## src/hw/lpi_defines.svh

```systemverilog
// Offsets, fields, reset values and timing counts of the sensor control block.
// Assumes a 10 MHz system clock; included by the design only, not by the package.
`ifndef LPI_DEFINES_SVH
`define LPI_DEFINES_SVH

`define LPI_CLK_HZ          10000000
`define LPI_AMB_PERIOD_MS   100
`define LPI_AMB_PERIOD_CYC  (`LPI_AMB_PERIOD_MS * (`LPI_CLK_HZ / 1000))
`define LPI_LED_PULSE_US    100
`define LPI_LED_PULSE_CYC   (`LPI_LED_PULSE_US * (`LPI_CLK_HZ / 1000000))
`define LPI_SLEEP_MAX_MS    800
`define LPI_SLEEP_STEPS     8
`define LPI_SLEEP_UNIT_CYC  ((`LPI_SLEEP_MAX_MS / `LPI_SLEEP_STEPS) * (`LPI_CLK_HZ / 1000))

`define LPI_AMB_MAX         16'h0fff
`define LPI_PROX_MAX        16'h00ff

`define LPI_OFS_CONFIG      8'h00
`define LPI_OFS_INTCFG      8'h04
`define LPI_OFS_AMB_LO      8'h08
`define LPI_OFS_AMB_HI      8'h0c
`define LPI_OFS_PROX_THR    8'h10
`define LPI_OFS_AMB_DATA    8'h14
`define LPI_OFS_PROX_DATA   8'h18
`define LPI_OFS_IRQ_STAT    8'h1c
`define LPI_OFS_IRQ_MASK    8'h20
`define LPI_OFS_INFO        8'h24

`define LPI_CFG_PROX_EN     0
`define LPI_CFG_AMB_EN      1
`define LPI_CFG_RANGE       2
`define LPI_CFG_LED_HIGH    3
`define LPI_CFG_SLEEP_LSB   4
`define LPI_ICF_AMB_P_LSB   0
`define LPI_ICF_PROX_P_LSB  2
`define LPI_ICF_COMBINE     4

`define LPI_RST_CONFIG      7'h00
`define LPI_RST_INTCFG      5'h00
`define LPI_RST_AMB_LO      12'h000
`define LPI_RST_AMB_HI      12'hfff
`define LPI_RST_PROX_THR    8'hff
`define LPI_RST_IRQ_MASK    4'h3

`endif

```

## src/hw/lpi_pkg.sv

```systemverilog
// Types shared by the sensor control block.
// Assumes lpi_defines.svh sits in the include path.
package lpi_pkg;
	typedef enum logic [1:0] {PX_IDLE, PX_LED, PX_SLEEP} lpi_prox_e;
	typedef logic [11:0] lpi_amb_t;
	typedef logic [7:0]  lpi_prox_t;
	typedef logic [4:0]  lpi_cnt_t;
endpackage

```

## src/hw/lpi_sensor_ctrl.sv

```systemverilog
// Control, timing and interrupt logic of the light and proximity sensor.
// Assumes an APB master on clk_sys and converters sending results on a slow serial link.
//
// The APB register port and the address map were chosen for this implementation.
`timescale 1ns/1ps
`include "lpi_defines.svh"

// What this block does
// - Ambient result below low or above high limit raises ambient condition.
// - Proximity result above threshold raises proximity condition.
// - Combined mode: interrupt pin only when both conditions are present or an unmasked new-result flag is set.
// - Interrupt needs 1, 4, 8 or 16 consecutive qualifying results.
// - Each interrupt shows on the pin and in readable flag bits.
// - Interrupt pin is open-drain, pulled low when active.
// - One ambient conversion started every 100 ms, one sample each.
// - LED sink on for 100 us per proximity cycle, 110 or 220 mA.
// - Programmable sleep between LED pulses, at most 800 ms.
// - Two ambient ranges selectable, 125 or 2000 lux full scale.
// - Address select pin gives one slave address bit; board must tie it.
// - Ambient and proximity run on independent sequencers concurrently.
// - Ambient result is 12 bits, saturating at 4095.
// - Proximity result is 8 bits, full scale 255.
// - Separate enables; both cleared means powered down.
module lpi_sensor_ctrl
	import lpi_pkg::*;
#(
	parameter int         AMB_PERIOD_CYC = `LPI_AMB_PERIOD_CYC,
	parameter int         SLEEP_UNIT_CYC = `LPI_SLEEP_UNIT_CYC,
	parameter int         LED_PULSE_CYC  = `LPI_LED_PULSE_CYC,
	parameter logic [6:0] ADDR_BASE      = 7'h44
) (
	input  wire logic        clk_sys,
	input  wire logic        rst_b,
	input  wire logic        psel,
	input  wire logic        penable,
	input  wire logic        pwrite,
	input  wire logic [7:0]  paddr,
	input  wire logic [31:0] pwdata,
	output logic             pready,
	output logic             pslverr,
	output logic [31:0]      prdata,
	input  wire logic        adcClk,
	input  wire logic        ambData,
	input  wire logic        proxData,
	input  wire logic        ambFrame,
	input  wire logic        proxFrame,
	input  wire logic        slaveAddrSelectPin,
	output logic             ambStart,
	output logic             proxStart,
	output logic             ambientRangeSelect,
	output logic             ledSinkDrive,
	output logic             ledHighAmp,
	output logic             powerDown,
	output logic             intPinOut,
	output logic             intPinOe,
	output logic             irq
);

	logic [6:0]  config_q;
	logic [4:0]  intCfg_q;
	lpi_amb_t    ambLo_q;
	lpi_amb_t    ambHi_q;
	lpi_prox_t   proxThr_q;
	lpi_amb_t    ambResult_q;
	lpi_prox_t   proxResult_q;
	logic [3:0]  irqStat_q;
	logic [3:0]  irqMask_q;
	logic [31:0] prdata_q;
	logic [5:0]  syncA_q;
	logic [5:0]  syncB_q;
	logic        clkPrev_q;
	logic [1:0]  framePrev_q;
	logic [15:0] shift_q [2];
	lpi_cnt_t    ambRun_q;
	lpi_cnt_t    proxRun_q;
	logic [23:0] ambCnt_q;
	logic [23:0] proxCnt_q;
	lpi_prox_e   proxState_q;
	logic        ambStart_q;
	logic        proxStart_q;

	logic        proxEnable;
	logic        ambientEnable;
	logic [2:0]  sleepSel;
	logic [23:0] sleepLen;
	logic        linkRise;
	logic [1:0]  frameS;
	logic [1:0]  newRes;
	lpi_amb_t    ambNew;
	lpi_prox_t   proxNew;
	logic        ambCond;
	logic        proxCond;
	logic        ambFire;
	logic        proxFire;
	logic        wrEn;
	logic        rdHit;
	logic [31:0] rdData;
	logic [3:0]  statPend;
	logic        intActive;

	function automatic logic [15:0] clampTo(input logic [15:0] v, input logic [15:0] lim);
		clampTo = (v > lim) ? lim : v;
	endfunction

	function automatic lpi_cnt_t persistNeed(input logic [1:0] code);
		unique case (code)
			2'h0: persistNeed = 5'h01;
			2'h1: persistNeed = 5'h04;
			2'h2: persistNeed = 5'h08;
			2'h3: persistNeed = 5'h10;
		endcase
	endfunction

	assign proxEnable    = config_q[`LPI_CFG_PROX_EN];
	assign ambientEnable = config_q[`LPI_CFG_AMB_EN];
	assign sleepSel      = config_q[`LPI_CFG_SLEEP_LSB +: 3];
	assign sleepLen      = 24'(SLEEP_UNIT_CYC * (int'(sleepSel) + 1));

	assign ambientRangeSelect = config_q[`LPI_CFG_RANGE];
	assign ledHighAmp = config_q[`LPI_CFG_LED_HIGH];
	assign powerDown  = ~proxEnable & ~ambientEnable;
	assign ambStart   = ambStart_q;
	assign proxStart  = proxStart_q;
	assign ledSinkDrive = (proxState_q == PX_LED);

	// Two-stage synchronisers for all pins
	always_ff @(posedge clk_sys or negedge rst_b) begin
		if (!rst_b) begin
			syncA_q <= 6'h00;
			syncB_q <= 6'h00;
		end else begin
			syncA_q <= {slaveAddrSelectPin, proxFrame, ambFrame, proxData, ambData, adcClk};
			syncB_q <= syncA_q;
		end
	end

	assign frameS   = syncB_q[4:3];
	assign linkRise = syncB_q[0] & ~clkPrev_q;
	assign newRes   = framePrev_q & ~frameS;

	// Serial results, msb first, while frame high
	always_ff @(posedge clk_sys or negedge rst_b) begin
		if (!rst_b) begin
			clkPrev_q   <= 1'b0;
			framePrev_q <= 2'h0;
			shift_q[0]  <= 16'h0000;
			shift_q[1]  <= 16'h0000;
		end else begin
			clkPrev_q   <= syncB_q[0];
			framePrev_q <= frameS;
			for (int i = 0; i < 2; i++) begin
				if (linkRise && frameS[i]) begin
					shift_q[i] <= {shift_q[i][14:0], syncB_q[1 + i]};
				end else if (!frameS[i] && framePrev_q[i]) begin
					shift_q[i] <= 16'h0000;
				end
			end
		end
	end

	assign ambNew  = lpi_amb_t'(clampTo(shift_q[0], `LPI_AMB_MAX));
	assign proxNew = lpi_prox_t'(clampTo(shift_q[1], `LPI_PROX_MAX));
	assign ambCond  = (ambNew < ambLo_q) || (ambNew > ambHi_q);
	assign proxCond = proxNew > proxThr_q;
	assign ambFire  = newRes[0] && ambientEnable && ambCond
		&& (ambRun_q + 5'h01 >= persistNeed(intCfg_q[`LPI_ICF_AMB_P_LSB +: 2]));
	assign proxFire = newRes[1] && proxEnable && proxCond
		&& (proxRun_q + 5'h01 >= persistNeed(intCfg_q[`LPI_ICF_PROX_P_LSB +: 2]));

	// ambient channel result and run count
	always_ff @(posedge clk_sys or negedge rst_b) begin
		if (!rst_b) begin
			ambResult_q <= 12'h000;
			ambRun_q    <= 5'h00;
		end else if (newRes[0] && ambientEnable) begin
			ambResult_q <= ambNew;
			if (!ambCond) begin
				ambRun_q <= 5'h00;
			end else if (ambRun_q != 5'h10) begin
				ambRun_q <= ambRun_q + 5'h01;
			end
		end
	end

	// proximity channel result and run count
	always_ff @(posedge clk_sys or negedge rst_b) begin
		if (!rst_b) begin
			proxResult_q <= 8'h00;
			proxRun_q    <= 5'h00;
		end else if (newRes[1] && proxEnable) begin
			proxResult_q <= proxNew;
			if (!proxCond) begin
				proxRun_q <= 5'h00;
			end else if (proxRun_q != 5'h10) begin
				proxRun_q <= proxRun_q + 5'h01;
			end
		end
	end

	always_ff @(posedge clk_sys or negedge rst_b) begin
		if (!rst_b) begin
			ambCnt_q   <= 24'h000000;
			ambStart_q <= 1'b0;
		end else if (!ambientEnable) begin
			ambCnt_q   <= 24'h000000;
			ambStart_q <= 1'b0;
		end else begin
			ambStart_q <= (ambCnt_q == 24'h000000);
			if (ambCnt_q == 24'(AMB_PERIOD_CYC - 1)) begin
				ambCnt_q <= 24'h000000;
			end else begin
				ambCnt_q <= ambCnt_q + 24'h000001;
			end
		end
	end

	always_ff @(posedge clk_sys or negedge rst_b) begin
		if (!rst_b) begin
			proxState_q <= PX_IDLE;
			proxCnt_q   <= 24'h000000;
			proxStart_q <= 1'b0;
		end else begin
			proxStart_q <= 1'b0;
			proxCnt_q   <= proxCnt_q + 24'h000001;
			if (!proxEnable) begin
				proxState_q <= PX_IDLE;
				proxCnt_q   <= 24'h000000;
			end else begin
				unique case (proxState_q)
					PX_IDLE: begin
						proxState_q <= PX_LED;
						proxCnt_q   <= 24'h000000;
					end
					PX_LED: begin
						if (proxCnt_q == 24'(LED_PULSE_CYC - 1)) begin
							proxState_q <= PX_SLEEP;
							proxCnt_q   <= 24'h000000;
							proxStart_q <= 1'b1;
						end
					end
					PX_SLEEP: begin
						if (proxCnt_q >= sleepLen - 24'h000001) begin
							proxState_q <= PX_LED;
							proxCnt_q   <= 24'h000000;
						end
					end
				endcase
			end
		end
	end

	assign wrEn = psel & penable & pwrite;

	// Control registers
	always_ff @(posedge clk_sys or negedge rst_b) begin
		if (!rst_b) begin
			config_q  <= `LPI_RST_CONFIG;
			intCfg_q  <= `LPI_RST_INTCFG;
			ambLo_q   <= `LPI_RST_AMB_LO;
			ambHi_q   <= `LPI_RST_AMB_HI;
			proxThr_q <= `LPI_RST_PROX_THR;
			irqMask_q <= `LPI_RST_IRQ_MASK;
		end else if (wrEn) begin
			unique case (paddr)
				`LPI_OFS_CONFIG:   config_q  <= pwdata[6:0];
				`LPI_OFS_INTCFG:   intCfg_q  <= pwdata[4:0];
				`LPI_OFS_AMB_LO:   ambLo_q   <= pwdata[11:0];
				`LPI_OFS_AMB_HI:   ambHi_q   <= pwdata[11:0];
				`LPI_OFS_PROX_THR: proxThr_q <= pwdata[7:0];
				`LPI_OFS_IRQ_MASK: irqMask_q <= pwdata[3:0];
				default: ;
			endcase
		end
	end

	// Write-one-to-clear of the status flags
	assign statPend = (wrEn && paddr == `LPI_OFS_IRQ_STAT) ? (irqStat_q & ~pwdata[3:0]) : irqStat_q;

	// sticky until one written; set wins over clear
	always_ff @(posedge clk_sys or negedge rst_b) begin
		if (!rst_b) begin
			irqStat_q <= 4'h0;
		end else begin
			irqStat_q <= statPend | {newRes[1] & proxEnable, newRes[0] & ambientEnable, proxFire, ambFire};
		end
	end

	assign intActive = (intCfg_q[`LPI_ICF_COMBINE]
		? (irqStat_q[0] & irqStat_q[1] & irqMask_q[0] & irqMask_q[1])
		: |(irqStat_q[1:0] & irqMask_q[1:0])) | (|(irqStat_q[3:2] & irqMask_q[3:2]));
	assign irq       = intActive;
	assign intPinOut = 1'b0;
	assign intPinOe  = intActive;

	// Read decode
	always_comb begin
		rdHit  = 1'b1;
		rdData = 32'h00000000;
		unique case (paddr)
			`LPI_OFS_CONFIG:    rdData[6:0]  = config_q;
			`LPI_OFS_INTCFG:    rdData[4:0]  = intCfg_q;
			`LPI_OFS_AMB_LO:    rdData[11:0] = ambLo_q;
			`LPI_OFS_AMB_HI:    rdData[11:0] = ambHi_q;
			`LPI_OFS_PROX_THR:  rdData[7:0]  = proxThr_q;
			`LPI_OFS_AMB_DATA:  rdData[11:0] = ambResult_q;
			`LPI_OFS_PROX_DATA: rdData[7:0]  = proxResult_q;
			`LPI_OFS_IRQ_STAT:  rdData[3:0]  = irqStat_q;
			`LPI_OFS_IRQ_MASK:  rdData[3:0]  = irqMask_q;
			`LPI_OFS_INFO:      rdData[7:0]  = {powerDown, ADDR_BASE[6:1], syncB_q[5]};
			default:            rdHit        = 1'b0;
		endcase
	end

	// Read data captured in the setup cycle
	always_ff @(posedge clk_sys or negedge rst_b) begin
		if (!rst_b) begin
			prdata_q <= 32'h00000000;
		end else if (psel && !penable) begin
			prdata_q <= rdData;
		end
	end

	assign prdata  = prdata_q;
	assign pready  = 1'b1;
	assign pslverr = psel & penable & ~rdHit;

endmodule // lpi_sensor_ctrl

```

## config.mk

```make
export PLATFORM = sky130hd
export DESIGN_NAME = lpi_sensor_ctrl
export DESIGN_NICKNAME = d
export VERILOG_FILES = /design/src/hw/lpi_pkg.sv /design/src/hw/lpi_sensor_ctrl.sv
export VERILOG_INCLUDE_DIRS = /design/src /design/src/hw
export SDC_FILE = /design/constraint.sdc
export NUM_CORES = 1
export LEC_CHECK = 0
export BUFFER_PORTS_ARGS = -buffer_cell sky130_fd_sc_hd__buf_2
export CORE_MARGIN = 10
export CORE_UTILIZATION = 40
export CTS_BUF_LIST = sky130_fd_sc_hd__clkbuf_4 sky130_fd_sc_hd__clkbuf_8
export CTS_CLUSTER_SIZE = 10
export DETAILED_ROUTE_END_ITERATION = 7
export SLEW_MARGIN = 5
export SYNTH_ARGS = -nofsm -noshare
export SYNTH_HDL_FRONTEND = slang
export SYNTH_SLANG_ARGS = --single-unit
```

## constraint.sdc

```tcl
create_clock -name clk_sys -period 6.71 [get_ports clk_sys]
set_clock_uncertainty 0.05 [all_clocks]
set_input_delay 0.3355 -clock clk_sys [delete_from_list [all_inputs] [get_ports clk_sys]]
set_output_delay 0.3355 -clock clk_sys [all_outputs]
set_load 0.05 [all_outputs]
```

==> flow_summary_export.csv, run 1 <==
group,metric,value,unit
timing,hold_viol,0,
yosys,ys_async_sr_fraction,1.00,
floorplanning,rows,60,
worst_setup_path,critPathKind,"register to register",
yosys,synthTopCellsByArea,"dfrtp_1 39%, ha_1 9.4%, dfstp_2 5.3%",
pwr,power,2.25,mW
placement,hpwl,18400,µm
timing,setup_viol,0,
finish,syn_to_final_growth,8.89,%
yosys,yosys_warnings,0,
floorplanning,die-width,186,µm
yosys,synth_compound_area_frac,0.113,
clock_network,cts.sink_count,193,
job,maxCapViolCount,0,
floorplanning,initial_core_util,0.407,
global_route,grt_overflow,0,
floorplanning,dieArea,34500,µm²
placement,place.gp.congestion,0.847,
floorplanning,die_h,186,µm
clock_network,clk_latency,480,ps
detailed_routing,vias,7849,
timing,finalWorstSetupSlack,1160,ps
detailed_routing,antenna_left,0,
finish,nets,1250,
floorplanning,core_area,27000,µm²
yosys,synth_flop_cell,"dfrtp_1",
detailed_routing,wire_per_inst,17.2,µm
timing,fin_hold_ws,44.6,ps
finish,drive_above_1_share,0.178,
yosys,synth.top_cell.area_share,0.389,
global_route,grt_start_max_net_pins,118,
worst_hold_path,min_path_type,"input pin to register",
yosys,synth_fa_ha_area_frac,0.104,
timing,finalCriticalPeriod,5550,ps
detailed_routing,first_iter_violations,556,
yosys,avgSynthCellArea,10.3,µm²
timing,tns,0,ps
worst_setup_path,crit_family,"adder cells",
placement,place_ws,1190,ps
yosys,yosys.area_share.simple,0.166,
yosys,synth_edf_count,0,
yosys,synth-seq-cells,193,
yosys,synth.most_common_cell,"dfrtp_1",
worst_setup_path,crit_buf_inv,2,
timing,layout_worst_path_cycle_share,0.828,
pwr,power_density,188,nW/µm²
worst_hold_path,hold_start,"pwdata[6]",
detailed_routing,dr.pass1.iters,8,
global_route,grt_pass1_vias,7816,
worst_setup_path,worstPathRequired,7070,ps
timing,worstMarginPinSlew,1030,ps
yosys,synth_xor_area_frac,0.0478,
finish,n_antenna_cell,0,
global_route,antenna_found_initial,0,
status,status,"finished, final reports clean",
clock_network,htree_levels,4,
yosys,ys_types,79,
worst_setup_path,max_stage_delay,640,ps
placement,portBuffers,51,
worst_setup_path,cp_slowest_cell,"dfrtp_1",
yosys,synth_mux_area_frac,0.0749,
timing,drv_slew,0,
clock_network,cts_buffers,17,
worst_setup_path,worst-path-max-fanout,24,
detailed_routing,drc_errors,0,
pwr,power.leakage,5.65,nW
yosys,yosys.area.top_type,"dfrtp_1",
yosys,ys_seq_area_frac,0.442,
worst_setup_path,start_kind,"register",
clock_network,cts_tree,"done",
yosys,synth_top_cells_by_count,"171 x dfrtp_1, 98 x nor2_1, 84 x nand2_1",
global_route,grt_pass1_wl,41900,µm
timing,fmax,0.180,GHz
yosys,synth_top_family_by_area,"simple AND/OR/NAND/NOR gates",
clock_network,cts-root-buf,"clkbuf_8",
timing,max_slew_margin,0.309,
detailed_routing,via_per_inst,5.36,
yosys,synthCells,1065,
clock_network,clk_pin_slew,110,ps
worst_setup_path,timing.rr.start,"config_q[4]$_DFFE_PN0P_",
clock_network,max-clock-path-buffers,2,
timing,rsz0062_at_grt,"false",
worst_setup_path,startpoint,"config_q[4]$_DFFE_PN0P_",
finish,fill_cells,2615,
yosys,syn_area,11000,µm²
pwr,max-vdd-ir-drop,190,µV
worst_setup_path,cp.arrival,5910,ps
worst_setup_path,cp_cell_sequence,"ha_1 -> xor2_1 -> fa_1 -> fa_1 -> inv_1 -> ha_1 -> a21o_1 -> a21oi_1 -> o21ai_0 -> a21oi_1 -> xor2_1 -> ha_1 -> and4_1 -> a21oi_1 -> o2111ai_1 -> nor3b_1 -> a21oi_2 -> buf_4 -> nor2_1",
detailed_routing,drt-total-wl,25100,µm
worst_setup_path,end_kind,"register",
global_route,track_usage,0.152,
floorplanning,io_pins,94,
report_power, final:
group	internal [mW]	leakage [nW]	switching [mW]
clock network	0.376	0.214	0.447
registers	1.18	2.54	0.0114
logic	0.0712	2.90	0.163
worst paths after layout:
path	end	slack (ps)	depth (start not counted)
max	proxCnt_q[15]$_DFF_PN0_	1160	19
min	proxThr_q[6]$_DFFE_PN1P_	40	3
max reg2reg	proxCnt_q[15]$_DFF_PN0_	1160	19
min reg2reg	syncB_q[3]$_DFF_PN0_	310	0
max in group asynchronous	ambResult_q[11]$_DFFE_PN0P_	4600	3
min in group asynchronous	shift_q[9]$_DFFE_PN0P_	450	2
layer usage:
layer  up-vias  global-route usage  wire, µm
met4         0              0.0339       193
met2       168               0.226     10800
met3        15              0.0380      1480
met5         -                   0         0
li1       3808                   -         -
met1      3858               0.217     12600
state kept, by name, summed over array words and instances (netlist names), 2 cells and up:
name,count
shift_q,32
ambCnt_q,24
proxCnt_q,24
ambHi_q,12
ambLo_q,12
ambResult_q,12
prdata,12
proxResult_q,8
proxThr_q,8
config_q,7
syncA_q,6
syncB_q,6
ambRun_q,5
intCfg_q,5
proxRun_q,5
irqMask_q,4
irqStat_q,4
framePrev_q,2
proxState_q,2
final cells by class:
cell class / count / area [µm²] / share of cell area
Clock buffer: 21 / 283 / 0.0236
Timing Repair Buffer: 64 / 379 / 0.0317
Clock inverter: 11 / 140 / 0.0117
Multi-Input combinational cell: 773 / 5650 / 0.472
Inverter: 62 / 233 / 0.0194
Sequential cell: 193 / 4860 / 0.406
Tap cell: 341 / 427 / 0.0357
per-stage QoR:
| stage | cells | instance area (µm²) | util |
|---|---|---|---|
| 2_1_floorplan | 1085 | 11100 | - |
| 3_3_place_gp | 1426 | 11500 | 0.425 |
| 3_5_place_dp | 1426 | 11500 | 0.425 |
| 4_1_cts | 1465 | 12000 | 0.443 |
| 5_1_grt | 1465 | 12000 | 0.443 |
| 6_report | 1465 | 12000 | 0.443 |
what timing repair did:
item                                   4_1_cts  5_1_grt
endpoints found under the hold margin       91        0
resized for setup                            0        0
hold buffers                                 7        0
setup buffers                                0        0
cells in the final DEF, fill, tap and decap left out, drive strengths merged, types with 10 or more instances in the layout:
master  Yosys  layout
nor4       15      15
nand2b     19      19
a21oi      37      37
nand2      88      88
clkbuf     23      22
mux2i      11      11
xnor2      28      28
nor3       17      17
dfstp      22      22
dfrtp     171     171
conb        2      22
nand4      20      20
a22o       38      38
nor2b      10      10
inv        62      68
and3       17      17
nand3      35      35
nor2      101     101
mux2       58      58
xor2       32      32
buf        34      56
ha         83      83
o21ai      43      43
tightest hold or removal path, cell delays in order:
cell and delay [ps]:
buf_2 120, nand2_1 50, o21ai_0 60
logic make-up after synthesis:
kind of cell             Yosys count
buffers and inverters            119
multiplexers                      70
XOR/XNOR                          60
adder cells (fa/ha/maj)           88
other                              2
AO/OA/AOI/OAI                    179
flip-flops                       193
AND/OR/NAND/NOR                  354
Note: power is estimated with default switching activity, not from simulation.
==> run 2, diff against run 1 <==
Clock period 6.71 ns to 5.2 ns, I/O delays scaled along.
==> run 2 against run 1 <==
Combinational power increased by 34%. Worst setup slack got worse by 800 ps. Sequential cell count unchanged. Register-to-register slack got worse by 800 ps. First-iteration DRC count increased by 14%. Cell area increased by 0.78%. Clock power increased by 15%. Fmax increased by 15%.
==> flow_summary_export.csv, run 2 (same netlist as run 1, synthesis figures left out) <==
group,metric,value,unit
finish,drive_above_1_share,0.181,
floorplanning,initial_core_util,0.407,
status,status,"finished, final reports clean",
worst_setup_path,reg2regPathDepth,18,
worst_setup_path,end_kind,"register",
global_route,grt_pass1_vias,7920,
placement,hpwl,18800,µm
clock_network,cts_setup_buffers,0,
worst_setup_path,worst-path-max-fanout,12,
finish,fin_util,0.446,
finish,nets,1264,
floorplanning,core_area,27000,µm²
pwr,power_density,232,nW/µm²
detailed_routing,via_per_inst,5.33,
placement,place.gp.congestion,0.819,
timing,rsz0062_at_grt,"false",
detailed_routing,antenna_left,0,
finish,n_antenna_cell,0,
floorplanning,rows,60,
clock_network,htree_levels,4,
job,maxCapViolCount,0,
detailed_routing,dr.pass1.iters,8,
worst_setup_path,reg2reg_to,"proxCnt_q[18]$_DFF_PN0_",
finish,top_regs,"shift_q (32), ambCnt_q (24), proxCnt_q (24)",
pwr,power.leakage,5.69,nW
global_route,track_usage,0.154,
worst_setup_path,crit_path_end,"proxCnt_q[18]$_DFF_PN0_",
timing,tns,0,ps
floorplanning,io_pins,94,
worst_setup_path,max_stage_delay,540,ps
timing,setup_viol,0,
worst_setup_path,startpoint,"config_q[4]$_DFFE_PN0P_",
finish,syn_to_final_growth,9.75,%
finish,seq_area,4860,µm²
finish,multi_input_area,5680,µm²
detailed_routing,wire_per_inst,17.3,µm
global_route,grt_pass1_wl,42200,µm
worst_setup_path,critPathKind,"register to register",
timing,hold_viol,0,
finish,top_register,"shift_q",
finish,final_common_cell,"dfrtp_1",
floorplanning,die_h,186,µm
detailed_routing,drt-total-wl,25600,µm
pwr,max-vdd-ir-drop,185,µV
finish,final_cell_mix,"171 x dfrtp_1, 98 x nor2_1, 84 x nand2_1, 83 x ha_1, 62 x inv_1",
placement,portBuffers,51,
detailed_routing,drc_errors,0,
global_route,antenna_found_initial,1,
worst_setup_path,reg2reg_slack,350,ps
timing,drv_slew,0,
finish,largest_reg_flops,32,
timing,fmax,0.206,GHz
worst_hold_path,min_path_cells,3,
clock_network,cts_tree,"done",
timing,worstMarginPinSlew,1120,ps
worst_setup_path,start_kind,"register",
detailed_routing,vias,7884,
clock_network,clk_latency,490,ps
timing,finalCriticalPeriod,4850,ps
worst_setup_path,cp_cell_sequence,"inv_1 -> ha_1 -> fa_1 -> fa_1 -> inv_1 -> ha_1 -> a21o_1 -> a21oi_1 -> o21ai_0 -> a21oi_1 -> xor2_1 -> ha_1 -> and4_1 -> a21oi_1 -> o2111ai_1 -> nor3b_2 -> a21oi_4 -> nor2_1",
worst_setup_path,cp_slowest_cell,"fa_1",
floorplanning,dieArea,34500,µm²
timing,max_slew_margin,0.248,
floorplanning,die-width,186,µm
worst_setup_path,worstPathRequired,5570,ps
detailed_routing,first_iter_violations,634,
worst_hold_path,min_path_type,"input pin to register",
clock_network,clk_pin_slew,100,ps
timing,layout_worst_path_cycle_share,0.932,
clock_network,cts-root-buf,"clkbuf_8",
worst_setup_path,cp.arrival,5220,ps
worst_setup_path,timing.rr.start,"config_q[4]$_DFFE_PN0P_",
global_route,grt_start_max_net_pins,90,
clock_network,cts.sink_count,193,
global_route,grt_overflow,0,
clock_network,cts_buffers,17,
clock_network,max-clock-path-buffers,2,
finish,fill_cells,2561,
==> run 2: cell count changes in the layout (fill, tap and decap cells not counted), moves of 2 or more <==
| cell | previous run | this run |
|---|---|---|
| inv_6 | 5 | 3 |
| a21oi_4 | 0 | 2 |
| bufinv_16 | 2 | 0 |
| dlygate4sd3_1 | 7 | 16 |
| clkinv_2 | 0 | 2 |
| buf_4 | 6 | 10 |
| clkinvlp_4 | 1 | 3 |
==> run 2: critical path, delay by kind of cell (launching register included) <==
kind / cells / cell delay, ps
simple gates: 3 / 780
buf+inv: 2 / 290
flops: 1 / 420
xor+xnor: 1 / 170
compound gates: 7 / 1070
fa+ha+maj: 5 / 1980
==> run 2: where the power goes <==
| part | switching (mW) | internal (mW) |
|---|---|---|
| sequential | 0.0138 | 1.52 |
| combinational | 0.214 | 0.0988 |
| clock | 0.575 | 0.372 |
==> run 2: per-layer routing <==
metal | vias to the layer above | GRT usage | routed length (µm)
li1 | 3840 | - | -
met1 | 3844 | 0.217 | 12500
met2 | 181 | 0.229 | 11200
met3 | 19 | 0.0411 | 1630
met4 | 0 | 0.0332 | 259
met5 | - | 0 | 0
==> run 2: repair_timing <==
action / 4_1_cts / 5_1_grt
endpoints found under the hold margin: 89 / 0
pin swaps: 0 / 1
setup endpoints to repair: 2 / 17
gates cloned: 0 / 1
resized for setup: 1 / 2
hold buffers: 16 / 0
==> run 2: cell type report <==
class	count	share of cell area
Sequential cell	193	0.403
Multi-Input combinational cell	774	0.471
Inverter	62	0.0193
Tap cell	341	0.0354
Timing Repair Buffer	77	0.0414
Clock buffer	20	0.0223
Clock inverter	12	0.00819
==> run 2: through the flow <==
stage | std cells | setup WS, ps | power [mW] | area, µm² | hold slack [ps]
after global routing | 1479 | 6.62 | 2.94 | 12100 | 23.3
after global placement | 1430 | 134 | 1.86 | 11500 | 283
final | 1479 | 353 | 2.79 | 12100 | 47.7
after floorplan | 1085 | 174 | 1.77 | 11100 | -85.6
after detailed placement | 1430 | 9.16 | 1.87 | 11500 | 285
after CTS | 1478 | 271 | 2.83 | 12000 | 14.4
==> run 2: how the worst min path moves through the flow <==
stage                                     from                       end  slack [ps]
after floorplan                          rst_b     ambCnt_q[0]$_DFF_PN0_         -90
after global placement    syncA_q[4]$_DFF_PN0_      syncB_q[4]$_DFF_PN0_         280
after detailed placement  syncA_q[3]$_DFF_PN0_      syncB_q[3]$_DFF_PN0_         280
after CTS                            pwdata[1]  proxThr_q[1]$_DFFE_PN1P_          10
after global routing                 pwdata[1]  proxThr_q[1]$_DFFE_PN1P_          20
final                                pwdata[2]  proxThr_q[2]$_DFFE_PN1P_          50
==> run 3, diff against run 2 <==
Settings changed: CORE_UTILIZATION 40 to 62, PLACE_DENSITY set to 0.82.
==> run 3 against run 2 <==
Power up 4.6%. Worst setup slack improved by 40 ps. Fmax up 0.84%. Routed wire length decreased by 3.8%. Core utilization rose by 25 points. Critical endpoint is now proxCnt_q[6]$_DFF_PN0_. Largest cell class unchanged.
==> flow_summary_export.csv, run 3 (same netlist as run 1, synthesis figures left out) <==
group,metric,value,unit
detailed_routing,vias,8175,
timing,fin_hold_ws,16.2,ps
clock_network,cts.sink_count,193,
detailed_routing,first_iter_violations,643,
placement,place.gp.congestion,0.939,
worst_setup_path,end_kind,"register",
worst_setup_path,reg2reg_to,"proxCnt_q[6]$_DFF_PN0_",
detailed_routing,wire_per_inst,18.1,µm
global_route,track_usage,0.210,
floorplanning,die_h,153,µm
worst_setup_path,start_kind,"register",
finish,drive_above_1_share,0.182,
clock_network,cts_tree,"done",
finish,final_common_cell,"dfrtp_1",
worst_hold_path,min_path_cells,3,
finish,top_regs,"shift_q (32), ambCnt_q (24), proxCnt_q (24)",
placement,hpwl,17900,µm
detailed_routing,antenna_left,0,
global_route,grt_pass1_wl,41100,µm
pwr,max-vdd-ir-drop,297,µV
status,status,"finished, final reports clean",
worst_setup_path,worstPathRequired,5570,ps
detailed_routing,drc_errors,0,
worst_setup_path,critPathKind,"register to register",
finish,final_cell_mix,"171 x dfrtp_1, 98 x nor2_1, 84 x nand2_1, 83 x ha_1, 62 x inv_1",
worst_setup_path,timing.rr.start,"config_q[6]$_DFFE_PN0P_",
clock_network,clk_latency,490,ps
finish,largest_reg_flops,32,
job,maxCapViolCount,0,
clock_network,htree_levels,4,
floorplanning,die-width,153,µm
worst_setup_path,reg2regPathDepth,19,
timing,max_slew_margin,0.324,
floorplanning,rows,48,
clock_network,cts_buffers,17,
floorplanning,dieArea,23500,µm²
clock_network,cts-root-buf,"clkbuf_8",
finish,nets,1264,
timing,worstMarginPinSlew,1010,ps
worst_setup_path,cp.arrival,5170,ps
finish,top_register,"shift_q",
timing,rsz0062_at_grt,"false",
finish,multi_input_area,5680,µm²
floorplanning,core_area,17400,µm²
global_route,antenna_found_initial,1,
worst_hold_path,min_path_type,"input pin to register",
finish,syn_to_final_growth,9.18,%
pwr,power_density,244,nW/µm²
timing,setup_viol,0,
worst_hold_path,hold_path_end,"proxThr_q[2]$_DFFE_PN1P_",
floorplanning,initial_core_util,0.633,
finish,fill_cells,1257,
floorplanning,io_pins,94,
timing,tns,0,ps
finish,seq_area,4860,µm²
timing,hold_viol,0,
global_route,grt_pass1_vias,8123,
timing,finalCriticalPeriod,4810,ps
detailed_routing,dr.pass1.iters,5,
global_route,grt_overflow,0,
detailed_routing,drt-total-wl,24700,µm
timing,drv_slew,0,
worst_setup_path,reg2reg_slack,390,ps
timing,layout_worst_path_cycle_share,0.924,
global_route,grt_start_max_net_pins,79,
worst_setup_path,worst-path-max-fanout,12,
clock_network,clk_pin_slew,110,ps
clock_network,max-clock-path-buffers,2,
pwr,power.leakage,5.72,nW
placement,portBuffers,51,
timing,fmax,0.208,GHz
worst_hold_path,hold_start,"pwdata[2]",
detailed_routing,via_per_inst,5.99,
## run 3: critical path, cell delays in order (launching register included)
cell	delay, ps
dfrtp_1	480
inv_1	150
nor3_1	340
fa_1	530
fa_1	550
inv_1	40
ha_1	310
a21o_1	170
a21oi_1	150
o21ai_0	110
a21oi_1	180
xor2_1	220
ha_1	290
and4_1	200
a21oi_1	110
o2111ai_1	180
nor3b_2	210
buf_4	170
a21oi_4	120
nor2_1	170
## run 3: routing by layer
layer,vias up,GRT usage,wire length [µm]
li1,3844,-,-
met1,4037,0.278,11000
met2,260,0.332,11500
met3,34,0.0561,1770
met4,0,0.0581,394
met5,-,0,0
## run 3: worst max-delay path by stage
stage | startpoint | to | slack, ps | cells past startpoint
floorplan | config_q[4]$_DFFE_PN0P_ | proxCnt_q[10]$_DFF_PN0_ | 170 | 20
global placement | config_q[4]$_DFFE_PN0P_ | proxCnt_q[18]$_DFF_PN0_ | 300 | 18
detailed placement | config_q[5]$_DFFE_PN0P_ | proxCnt_q[14]$_DFF_PN0_ | 110 | 18
CTS | config_q[4]$_DFFE_PN0P_ | proxCnt_q[6]$_DFF_PN0_ | 90 | 19
global route | config_q[6]$_DFFE_PN0P_ | proxCnt_q[7]$_DFF_PN0_ | 4 | 19
finish | config_q[6]$_DFFE_PN0P_ | proxCnt_q[6]$_DFF_PN0_ | 390 | 19
## run 3: through the flow
step,setup slack (ps),instance area (µm²),cells,utilization,total power [mW]
4_1_cts,92.6,12000,1361,0.689,2.93
2_1_floorplan,174,11100,1085,-,1.77
5_1_grt,4.30,12000,1363,0.691,3.03
3_5_place_dp,107,11400,1314,0.654,1.86
6_report,393,12000,1364,0.691,2.92
3_3_place_gp,303,11400,1314,0.654,1.85
## run 3: power by group
group	switching [mW]	leakage, nW	total [mW]	internal [mW]
sequential	0.0144	2.54	1.54	1.52
combinational	0.214	2.96	0.312	0.0985
clock	0.615	0.217	1.08	0.462
## run 3: area by class of cell
| cell class | count | share of cell area |
|---|---|---|
| Multi-Input combinational cell | 774 | 0.473 |
| Sequential cell | 193 | 0.405 |
| Timing Repair Buffer | 77 | 0.0414 |
| Tap cell | 225 | 0.0235 |
| Clock buffer | 17 | 0.0195 |
| Inverter | 62 | 0.0194 |
| Clock inverter | 15 | 0.0180 |
| Antenna cell | 1 | 0.000209 |
## run 3: timing repair
action,CTS,global route
endpoints found under the hold margin,89,0
setup buffers,0,1
endpoints found under the setup margin,0,24
resized for setup,0,3
hold buffers,15,0
